==> config.mk <==
export PLATFORM = sky130hd
export DESIGN_NAME = mshub_top
export DESIGN_NICKNAME = d
export VERILOG_FILES = /design/src/mshub_core_port.v /design/src/mshub_top.v
export VERILOG_INCLUDE_DIRS = /design/src
export SDC_FILE = /design/constraint.sdc
export NUM_CORES = 2
export LEC_CHECK = 0
export ABC_CLOCK_PERIOD_IN_PS = 5800
export BUFFER_PORTS_ARGS = -buffer_cell sky130_fd_sc_hd__buf_2
export CAP_MARGIN = 15
export CORE_AREA = 2 2 516 518
export CTS_CLUSTER_DIAMETER = 30
export DETAILED_ROUTE_END_ITERATION = 16
export DIE_AREA = 0 0 518 520
export PLACE_DENSITY = 0.3
export SYNTH_ARGS = -nofsm -noshare
export SYNTH_HDL_FRONTEND = slang
export SYNTH_SLANG_ARGS = --single-unit
==> constraint.sdc <==
create_clock -name aclk -period 5.8 [get_ports aclk]
set_clock_uncertainty 0.05 [all_clocks]
set_input_delay 0.29 -clock aclk [delete_from_list [all_inputs] [get_ports aclk]]
set_output_delay 0.29 -clock aclk [all_outputs]
set_load 0.01 [all_outputs]
==> src/mshub_map.vh <==
`ifndef MSHUB_MAP_VH
`define MSHUB_MAP_VH

// Geometry
`define MSHUB_NCORES 8
`define MSHUB_NPINS 32
`define MSHUB_BOOT_LSB 28
`define MSHUB_BOOT_PINS 4

// Hub timing in system clocks
`define MSHUB_ROTATION 16
`define MSHUB_EXEC_CYCLES 8

// Register byte offsets
`define MSHUB_CTRL 8'h00
`define MSHUB_STATUS 8'h04
`define MSHUB_CORE_RUN 8'h08
`define MSHUB_PIN_IN 8'h0c
`define MSHUB_PIN_DIR 8'h10
`define MSHUB_PIN_OUT 8'h14
`define MSHUB_HUB_STATE 8'h18
`define MSHUB_DIR_BASE 3'b010
`define MSHUB_OUT_BASE 3'b011

// Control fields
`define MSHUB_CTRL_REBOOT 0
`define MSHUB_CTRL_BOEN 1
`define MSHUB_CTRL_BOOT 2

// Reset values
`define MSHUB_BOEN_RST 1'b1
`define MSHUB_CORE_RUN_RST 8'h01

// Bus responses
`define MSHUB_OKAY 2'b00
`define MSHUB_SLVERR 2'b10

`endif

==> src/mshub_core_port.v <==
`timescale 1ns/1ps
`include "mshub_map.vh"

module mshub_core_port #(
  parameter NP = `MSHUB_NPINS,
  parameter [3:0] EXEC = `MSHUB_EXEC_CYCLES
) (
  input wire aclk,
  input wire aresetn,
  input wire active,
  input wire slot_start,
  input wire hub_req,
  input wire dir_we,
  input wire [NP-1:0] dir_wdata,
  input wire out_we,
  input wire [NP-1:0] out_wdata,
  input wire [NP-1:0] ctr_bits,
  input wire [NP-1:0] vid_bits,
  output reg [NP-1:0] dir,
  output reg [NP-1:0] outr,
  output wire [NP-1:0] contrib,
  output wire hub_wait,
  output wire hub_exec,
  output wire hub_done
);
  localparam [1:0] ST_IDLE = 2'd0;
  localparam [1:0] ST_WAIT = 2'd1;
  localparam [1:0] ST_EXEC = 2'd2;

  reg [1:0] state;
  reg [3:0] ecnt;
  wire go;

  // A request present on the slot's first cycle starts at once
  assign go = hub_req & slot_start & active & (state != ST_EXEC);
  assign hub_exec = (state == ST_EXEC) | go;
  assign hub_done = (state == ST_EXEC) & (ecnt == EXEC - 4'd1);
  assign hub_wait = hub_req & active & ~hub_exec;

  // Hub access sequencer; only this core's slot pulse starts its execute phase
  always @(posedge aclk) begin
    if (!aresetn || !active) begin
      state <= ST_IDLE;
      ecnt <= 4'h0;
    end else begin
      case (state)
        ST_IDLE: begin
          if (go) begin
            state <= ST_EXEC;
            ecnt <= 4'h1;
          end else if (hub_req) begin
            state <= ST_WAIT;
          end
        end
        ST_WAIT: begin
          if (slot_start) begin
            state <= ST_EXEC;
            ecnt <= 4'h1;
          end
        end
        ST_EXEC: begin
          if (hub_done) begin
            state <= ST_IDLE;
            ecnt <= 4'h0;
          end else begin
            ecnt <= ecnt + 4'h1;
          end
        end
        default: begin
          state <= ST_IDLE;
          ecnt <= 4'h0;
        end
      endcase
    end
  end

  // Direction and output registers; a stopped core loses both
  always @(posedge aclk) begin
    if (!aresetn || !active) begin
      dir <= {NP{1'b0}};
      outr <= {NP{1'b0}};
    end else begin
      if (dir_we)
        dir <= dir_wdata;
      if (out_we)
        outr <= out_wdata;
    end
  end

  // Contribution: module bits ORed, then gated by direction
  assign contrib = (ctr_bits | vid_bits | outr) & dir & {NP{active}};
endmodule

==> src/mshub_top.v <==
// What this block does
// - Eight identical cores, numbered 0 to 7, all run on one system clock.
// - Hub grants exclusive resources one core at a time, cores 0..7 then wrap.
// - Hub runs at half rate: each core gets one slot per 16 clocks.
// - Hub access waits up to 15 clocks for its slot, executes 8: 8 to 23.
// - Access started at slot start leaves 8 free clocks before the next slot.
// - A core waiting on or using the hub never stalls any other core.
// - Pins and system counter are shared freely; other resources only via hub.
// - Each core owns a 32-bit direction and 32-bit output register.
// - Pin direction is the OR of all cores' direction registers.
// - Core output is (counter|video|output) AND direction; pins OR all cores.
// - Pin floats as input exactly when no active core sets it to output.
// - Pin high if any active driver sets high; low only if all drive low.
// - Direction bit 1 means output, 0 means input.
// - A stopped core has direction and output contribution forced to zero.
// - Each core can read the live level of every pin, any direction.
// - Pins 28 to 31 serve boot functions only at startup, then general use.
// - Shutdown stops the internal clock, halts cores, floats every pin.
// - Shutdown on enabled brown-out, external reset low or a restart request.
// - Shutdown ends only when no enabled brown-out remains and external reset is high.
// - While external reset is low all cores are off and pins float.
`timescale 1ns/1ps
`include "mshub_map.vh"

module mshub_top #(
  parameter NC = `MSHUB_NCORES,
  parameter NP = `MSHUB_NPINS,
  parameter AW = 8
) (
  input wire aclk,
  input wire aresetn,
  input wire [AW-1:0] s_axi_awaddr,
  input wire s_axi_awvalid,
  output wire s_axi_awready,
  input wire [31:0] s_axi_wdata,
  input wire [3:0] s_axi_wstrb,
  input wire s_axi_wvalid,
  output wire s_axi_wready,
  output reg [1:0] s_axi_bresp,
  output reg s_axi_bvalid,
  input wire s_axi_bready,
  input wire [AW-1:0] s_axi_araddr,
  input wire s_axi_arvalid,
  output wire s_axi_arready,
  output reg [31:0] s_axi_rdata,
  output reg [1:0] s_axi_rresp,
  output reg s_axi_rvalid,
  input wire s_axi_rready,
  input wire [NC-1:0] core_hub_req,
  output wire [NC-1:0] core_slot_start,
  output wire [NC-1:0] core_hub_wait,
  output wire [NC-1:0] core_hub_exec,
  output wire [NC-1:0] core_hub_done,
  output wire [2:0] hub_owner,
  output wire [NC-1:0] core_active,
  input wire [NC-1:0] core_dir_we,
  input wire [NC*NP-1:0] core_dir_wdata,
  input wire [NC-1:0] core_out_we,
  input wire [NC*NP-1:0] core_out_wdata,
  input wire [NC*NP-1:0] core_ctr_bits,
  input wire [NC*NP-1:0] core_vid_bits,
  input wire [NC-1:0] core_reboot_req,
  output wire [NP-1:0] pin_level,
  input wire [NP-1:0] pin_i,
  output reg [NP-1:0] pin_o,
  output reg [NP-1:0] pin_oe,
  input wire [`MSHUB_BOOT_PINS-1:0] boot_dir,
  input wire [`MSHUB_BOOT_PINS-1:0] boot_out,
  output wire boot_active,
  input wire external_reset_low,
  input wire brownout,
  output wire sys_clk_run,
  output wire shutdown
);
  localparam BL = `MSHUB_BOOT_LSB;
  localparam BN = `MSHUB_BOOT_PINS;

  // Pin and supply inputs cross in through two flops each
  reg [NP-1:0] pin_m;
  reg [NP-1:0] pin_s;
  reg rst_m;
  reg rst_s;
  reg bo_m;
  reg bo_s;

  always @(posedge aclk) begin
    if (!aresetn) begin
      pin_m <= {NP{1'b0}};
      pin_s <= {NP{1'b0}};
      rst_m <= 1'b0;
      rst_s <= 1'b0;
      bo_m <= 1'b0;
      bo_s <= 1'b0;
    end else begin
      pin_m <= pin_i;
      pin_s <= pin_m;
      rst_m <= external_reset_low;
      rst_s <= rst_m;
      bo_m <= brownout;
      bo_s <= bo_m;
    end
  end

  // Live pin levels, readable by all cores at once whatever the direction
  assign pin_level = pin_s;

  // Free-running slot counter; two system clocks per hub cycle
  reg [3:0] slot_cnt;

  always @(posedge aclk) begin
    if (!aresetn)
      slot_cnt <= 4'h0;
    else
      slot_cnt <= slot_cnt + 4'h1;
  end

  // Owner walks 0..7 and wraps, one hub cycle (two clocks) each
  assign hub_owner = slot_cnt[3:1];

  // Control state held in software-visible registers
  reg ctrl_boen;
  reg soft_reboot;
  reg [NC-1:0] core_run;
  reg boot_flag;
  reg shut;

  wire bo_hit;
  wire enter_shut;
  wire leave_ok;

  assign bo_hit = ctrl_boen & bo_s;
  assign enter_shut = bo_hit | ~rst_s | (|core_reboot_req) | soft_reboot;
  assign leave_ok = ~bo_hit & rst_s;
  assign shutdown = shut;
  // Clock-run gate stands in for stopping the core clock tree
  assign sys_clk_run = ~shut;
  assign core_active = core_run & {NC{~shut}};
  assign boot_active = boot_flag & ~shut;

  // AXI write channel holding registers
  reg aw_hold;
  reg w_hold;
  reg [AW-1:0] wr_addr;
  reg [31:0] wr_data;
  reg wr_lane0;
  wire do_write;

  assign s_axi_awready = ~aw_hold & ~s_axi_bvalid;
  assign s_axi_wready = ~w_hold & ~s_axi_bvalid;
  assign do_write = aw_hold & w_hold & ~s_axi_bvalid;

  // Write decode: only byte lane 0 carries control bits
  wire wr_ctrl;
  wire wr_run;
  wire wr_known;

  assign wr_ctrl = do_write & (wr_addr == `MSHUB_CTRL) & wr_lane0;
  assign wr_run = do_write & (wr_addr == `MSHUB_CORE_RUN) & wr_lane0;
  assign wr_known = (wr_addr == `MSHUB_CTRL) | (wr_addr == `MSHUB_CORE_RUN);

  // Shutdown state machine; a restart request wins over a clean exit
  always @(posedge aclk) begin
    if (!aresetn) begin
      shut <= 1'b1;
      core_run <= {NC{1'b0}};
      boot_flag <= 1'b0;
    end else if (shut) begin
      core_run <= {NC{1'b0}};
      if (leave_ok && !enter_shut) begin
        shut <= 1'b0;
        core_run <= `MSHUB_CORE_RUN_RST;
        boot_flag <= 1'b1;
      end
    end else if (enter_shut) begin
      shut <= 1'b1;
      core_run <= {NC{1'b0}};
      boot_flag <= 1'b0;
    end else begin
      if (wr_run)
        core_run <= wr_data[NC-1:0];
      // Boot functions end when software says startup is over
      if (wr_ctrl && wr_data[`MSHUB_CTRL_BOOT])
        boot_flag <= 1'b0;
    end
  end

  // Control register and self-clearing restart pulse
  always @(posedge aclk) begin
    if (!aresetn) begin
      ctrl_boen <= `MSHUB_BOEN_RST;
      soft_reboot <= 1'b0;
    end else begin
      soft_reboot <= wr_ctrl & wr_data[`MSHUB_CTRL_REBOOT];
      if (wr_ctrl)
        ctrl_boen <= wr_data[`MSHUB_CTRL_BOEN];
    end
  end

  // Per-core hub ports and pin registers
  wire [NC*NP-1:0] dir_all;
  wire [NC*NP-1:0] out_all;
  wire [NC*NP-1:0] contrib_all;

  genvar gi;
  generate
    for (gi = 0; gi < NC; gi = gi + 1) begin : g_core
      localparam [2:0] IDX = gi;
      // Slot starts on the even clock of this core's hub cycle
      assign core_slot_start[gi] = (slot_cnt[3:1] == IDX) & ~slot_cnt[0];

      // Identical per-core logic, so no core can block another
      mshub_core_port #(
        .NP(NP)
      ) u_port (
        .aclk(aclk),
        .aresetn(aresetn),
        .active(core_active[gi]),
        .slot_start(core_slot_start[gi]),
        .hub_req(core_hub_req[gi]),
        .dir_we(core_dir_we[gi]),
        .dir_wdata(core_dir_wdata[gi*NP +: NP]),
        .out_we(core_out_we[gi]),
        .out_wdata(core_out_wdata[gi*NP +: NP]),
        .ctr_bits(core_ctr_bits[gi*NP +: NP]),
        .vid_bits(core_vid_bits[gi*NP +: NP]),
        .dir(dir_all[gi*NP +: NP]),
        .outr(out_all[gi*NP +: NP]),
        .contrib(contrib_all[gi*NP +: NP]),
        .hub_wait(core_hub_wait[gi]),
        .hub_exec(core_hub_exec[gi]),
        .hub_done(core_hub_done[gi])
      );
    end
  endgenerate

  // Merge all cores; pins need no arbitration, every core reaches them
  reg [NP-1:0] mdir;
  reg [NP-1:0] mout;
  integer ci;

  always @* begin
    mdir = {NP{1'b0}};
    mout = {NP{1'b0}};
    for (ci = 0; ci < NC; ci = ci + 1) begin
      mdir = mdir | dir_all[ci*NP +: NP];
      mout = mout | contrib_all[ci*NP +: NP];
    end
    // Boot pins follow the loader only during startup
    if (boot_active) begin
      mdir[BL +: BN] = boot_dir;
      mout[BL +: BN] = boot_out & boot_dir;
    end
  end

  // Registered pin drive; nothing drives after shutdown hits
  always @(posedge aclk) begin
    if (!aresetn) begin
      pin_oe <= {NP{1'b0}};
      pin_o <= {NP{1'b0}};
    end else if (shut) begin
      pin_oe <= {NP{1'b0}};
      pin_o <= {NP{1'b0}};
    end else begin
      // A set direction bit enables the driver, clear leaves it floating
      pin_oe <= mdir;
      pin_o <= mout & mdir;
    end
  end

  // AXI write: address and data taken in either order
  always @(posedge aclk) begin
    if (!aresetn) begin
      aw_hold <= 1'b0;
      w_hold <= 1'b0;
      wr_addr <= {AW{1'b0}};
      wr_data <= 32'h0000_0000;
      wr_lane0 <= 1'b0;
      s_axi_bvalid <= 1'b0;
      s_axi_bresp <= `MSHUB_OKAY;
    end else begin
      if (s_axi_awvalid && s_axi_awready) begin
        aw_hold <= 1'b1;
        wr_addr <= s_axi_awaddr;
      end
      if (s_axi_wvalid && s_axi_wready) begin
        w_hold <= 1'b1;
        wr_data <= s_axi_wdata;
        wr_lane0 <= s_axi_wstrb[0];
      end
      if (do_write) begin
        aw_hold <= 1'b0;
        w_hold <= 1'b0;
        s_axi_bvalid <= 1'b1;
        s_axi_bresp <= wr_known ? `MSHUB_OKAY : `MSHUB_SLVERR;
      end else if (s_axi_bvalid && s_axi_bready) begin
        s_axi_bvalid <= 1'b0;
      end
    end
  end

  // Read decode; per-core registers occupy two 32-byte windows
  reg [31:0] rd_val;
  reg rd_ok;
  wire [2:0] rd_core;

  assign rd_core = s_axi_araddr[4:2];

  always @* begin
    rd_val = 32'h0000_0000;
    rd_ok = 1'b1;
    if (s_axi_araddr == `MSHUB_CTRL) begin
      rd_val[`MSHUB_CTRL_BOEN] = ctrl_boen;
      rd_val[`MSHUB_CTRL_BOOT] = boot_flag;
    end else if (s_axi_araddr == `MSHUB_STATUS) begin
      rd_val = {22'h000000, rst_s, bo_s, shut, hub_owner, slot_cnt};
    end else if (s_axi_araddr == `MSHUB_CORE_RUN) begin
      rd_val[NC-1:0] = core_active;
    end else if (s_axi_araddr == `MSHUB_PIN_IN) begin
      rd_val[NP-1:0] = pin_s;
    end else if (s_axi_araddr == `MSHUB_PIN_DIR) begin
      rd_val[NP-1:0] = pin_oe;
    end else if (s_axi_araddr == `MSHUB_PIN_OUT) begin
      rd_val[NP-1:0] = pin_o;
    end else if (s_axi_araddr == `MSHUB_HUB_STATE) begin
      rd_val[15:0] = {core_hub_exec, core_hub_wait};
    end else if (s_axi_araddr[7:5] == `MSHUB_DIR_BASE && s_axi_araddr[1:0] == 2'b00) begin
      rd_val[NP-1:0] = dir_all[rd_core*NP +: NP];
    end else if (s_axi_araddr[7:5] == `MSHUB_OUT_BASE && s_axi_araddr[1:0] == 2'b00) begin
      rd_val[NP-1:0] = out_all[rd_core*NP +: NP];
    end else begin
      rd_ok = 1'b0;
    end
  end

  // AXI read: one outstanding read, answered on the next edge
  assign s_axi_arready = ~s_axi_rvalid;

  always @(posedge aclk) begin
    if (!aresetn) begin
      s_axi_rvalid <= 1'b0;
      s_axi_rdata <= 32'h0000_0000;
      s_axi_rresp <= `MSHUB_OKAY;
    end else if (s_axi_arvalid && s_axi_arready) begin
      s_axi_rvalid <= 1'b1;
      s_axi_rdata <= rd_val;
      s_axi_rresp <= rd_ok ? `MSHUB_OKAY : `MSHUB_SLVERR;
    end else if (s_axi_rvalid && s_axi_rready) begin
      s_axi_rvalid <= 1'b0;
    end
  end

  // Mutually exclusive resources live in the cores' hub path only
  // (hub_exec/hub_done); pins bypass it by design.
endmodule

==> summary.txt <==
Synthesis
  – Netlist cell types: 82
  – Top cells by area, synth: dfxtp_1 (43%), mux2i_1 (16%), mux4_2 (8.4%), nor2_1 (6.4%), o311ai_0 (6.2%)
  – Synth area leader: dfxtp_1
  – Post-synth top flop: dfxtp_1
  – Post-Syn Instances: 3536
  – Ys async rst share: 0
  – Multiplexer share of the synthesized area: 0.2527
  – Largest family of logic cells by synthesized area: multiplexers
  – Sequential element share of the synthesized area: 0.4285
  – EDFF count, synth: 0
  – Synth Area in Adders: 0.003159
  – Compound-cell area share of the yosys netlist: 0.1242
  – Ys Warns: 0
  – Post-Syn Area: 0.03565 mm2
  – Xor/xnor cell area share of the yosys netlist: 0.001228
  – Post-synthesis simple-gate area fraction: 0.1454
  – Yosys reg bits: 763
  – Post-synth top area share: 0.4285
  – Syn avg cell area: 10.08 um2
  – Most frequent cell after synthesis: dfxtp_1
  – Commonest cells in the netlist: dfxtp_1 (763), nor2_1 (609), mux2i_1 (584)

STA
  – Final Setup Violations: 0
  – Final period utilization: 0.7585
  – Setup TNS: 0 ns
  – Final hold viol count: 0
  – Final Max Tran Viols: 0
  – RSZ-0062 raised after global routing: false
  – Max Freq: 227.3 MHz
  – Worst-margin pin slew: 1.269 ns
  – Tmin final: 4.400 ns
  – Slew HR: 0.1542

CTS
  – Worst-case clock buffer depth: 4
  – H-tree levels: 5
  – Cts-stage hold buffer count: 900
  – Clock Tree Root: clkbuf_16
  – # resized after CTS: 0
  – CTS tree: done
  – TritonCTS buffer count: 294
  – Setup bufs post-CTS: 0
  – Clk slew on worst S/H paths: 0.04 ns
  – Worst skew pair latency: 0.88 ns
  – Clock sinks: 763

Global route
  – Largest net degree at the start of global routing: 61
  – Initial antenna violation count: 224
  – Global-route wire length before repair: 422200 um
  – Vias in the first global route: 43.01k
  – Total GRT Usage: 0.2345
  – Grt total ovfl: 0

Setup path
  – FF-to-FF setup slack: 1.40 ns
  – Worst setup path end: pin_o[26]
  – Setup crit end kind: flip-flop
  – Maximum fanout along the worst path: 15
  – Reg-to-reg endpoint: pin_o[26]
  – Crit path launch: shutdown
  – Setup Crit Path Kind: flip-flop to flip-flop
  – Startpoint Class: flip-flop
  – Critical Path RT: 6.52 ns
  – CP arrival: 5.12 ns
  – FF-to-FF path depth: 9
  – RR Startpoint: shutdown

Drt
  – Via density: 4.423
  – Vias: 42.88k
  – Detailed Routing Iterations Pass 1: 6
  – Wire per inst: 33.95 um
  – Post-route DRC: 0
  – Drt total wl: 329000 um
  – DR iter-0 viols: 3762
  – Final ANT Viol Nets: 0

Run
  – Maxcap violations: 0

Pwr
  – Pwr/cell area: 345.1 mW/mm2
  – Peak supply drop: 0.2727 mV
  – Static leakage: 27.34 nW
  – Tot Pwr: 22.46 mW

Worst hold path
  – Hold Crit Class: input pin to flip-flop
  – Hold path depth: 5

Final layout
  – Layout Nets: 6999
  – Area Overhead vs Synth: 82.61%
  – Share of cells above drive strength 1: 0.3372

Floorplan
  – Die span in x: 518 um
  – FP Rows: 189
  – Die Span Y: 520 um
  – Area of the core: 0.2639 mm2
  – Top-Level Pins: 1340
  – Initial core utilization: 0.1351
  – Die area: 0.2694 mm2

Placed design
  – Placer Congestion: 0.9026
  – Port Buffers: 1310
  – Detailed Place HPWL: 254500 um

Outcome
  – Status: completed
[where the power goes]
part / leakage [nW] / internal, mW / total [mW] / switching, mW
combinational: 16.4 / 0.896 / 1.80 / 0.903
sequential: 6.16 / 5.31 / 5.35 / 0.0394
clock: 4.79 / 10.7 / 15.3 / 4.57
[critical path, cell delays in order, from the launching register on]
cell,delay [ns]
dfxtp_1,0.42
buf_4,0.27
nor2b_4,0.75
buf_4,0.58
o311ai_0,0.21
dlygate4sd3_1,0.60
nand4_1,0.11
dlygate4sd3_1,0.59
o21a_1,0.13
dlygate4sd3_1,0.54
[metal layers]
metal / track usage / wire (um) / vias to the layer above
met5: 0 / 492 / -
met4: 0.08837 / 12210 / 76
met2: 0.3763 / 149600 / 2593
met1: 0.3009 / 141700 / 21340
li1: - / - / 18170
met3: 0.05963 / 25020 / 706
[per-stage QoR]
step | instance area (um2) | hold slack, ns | instances | setup WS (ns) | utilization
floorplan | 35650 | 0.3619 | 3537 | 3.766 | -
global placement | 46080 | 0.3645 | 8168 | 2.312 | 0.1746
detailed placement | 46130 | 0.3691 | 8170 | 2.403 | 0.1748
CTS | 64860 | 0.0003292 | 9595 | 1.392 | 0.2458
global route | 64990 | 0.04047 | 9650 | 1.287 | 0.2463
finish | 65100 | 0.06179 | 9693 | 1.400 | 0.2467
[cells in the final DEF (no fill, tap or decap), drive strengths merged, types with 16 or more instances in the layout]
cell type and n:
buf 1400, dlygate4sd3 900, dfxtp 763, nor2 610, mux2i 584, clkbuf 428, o311ai 256, mux4 133
a21oi 116, nand2 101, diode 98, and2 78, nor4 76, o21ai 68, nand4 67, clkinv 64
inv 41, nor3 39, nand3 37, o21a 34, nor2b 22, nand3b 16
[worst min path at each step]
stage / slack (ns) / startpoint / to
detailed placement: 0.37 / pin_m[25] / pin_level[25]
CTS: 0.0003 / core_out_we[6] / g_core[6].u_port.outr[26]
finish: 0.06 / s_axi_araddr[3] / s_axi_rresp[1]
floorplan: 0.36 / bo_m / bo_s
global placement: 0.36 / pin_m[26] / pin_level[26]
global route: 0.04 / core_dir_we[0] / g_core[0].u_port.dir[28]
[registers in the layout (all words and copies together) (netlist names), 4 cells and up]
signal / flops
s_axi_rdata: 32
pin_level: 32
core_run: 8
wr_data: 8
g_core.u_port.outr: 256
g_core.u_port.ecnt: 32
pin_m: 32
slot_cnt: 4
pin_o: 32
g_core.u_port.dir: 256
pin_oe: 32
g_core.u_port.state: 16
wr_addr: 8
[cell families after synthesis]
group           Yosys count
flops                   763
mux                     732
simple gates           1102
buf+inv                 328
other cells               1
xor+xnor                  5
fa+ha+maj                 9
compound gates          596
[area by class of cell]
cell class,count,area (um2)
clock buffer,428,8533
clock inverter,97,1182
tap,3533,4420
multi-input combinational,2446,18960
sequential,763,15270
fill,28900,198800
timing repair buffer,2300,16380
antenna,98,245.2
inverter,28,107.6
No activity file was read; power rests on OpenSTA's default activity.
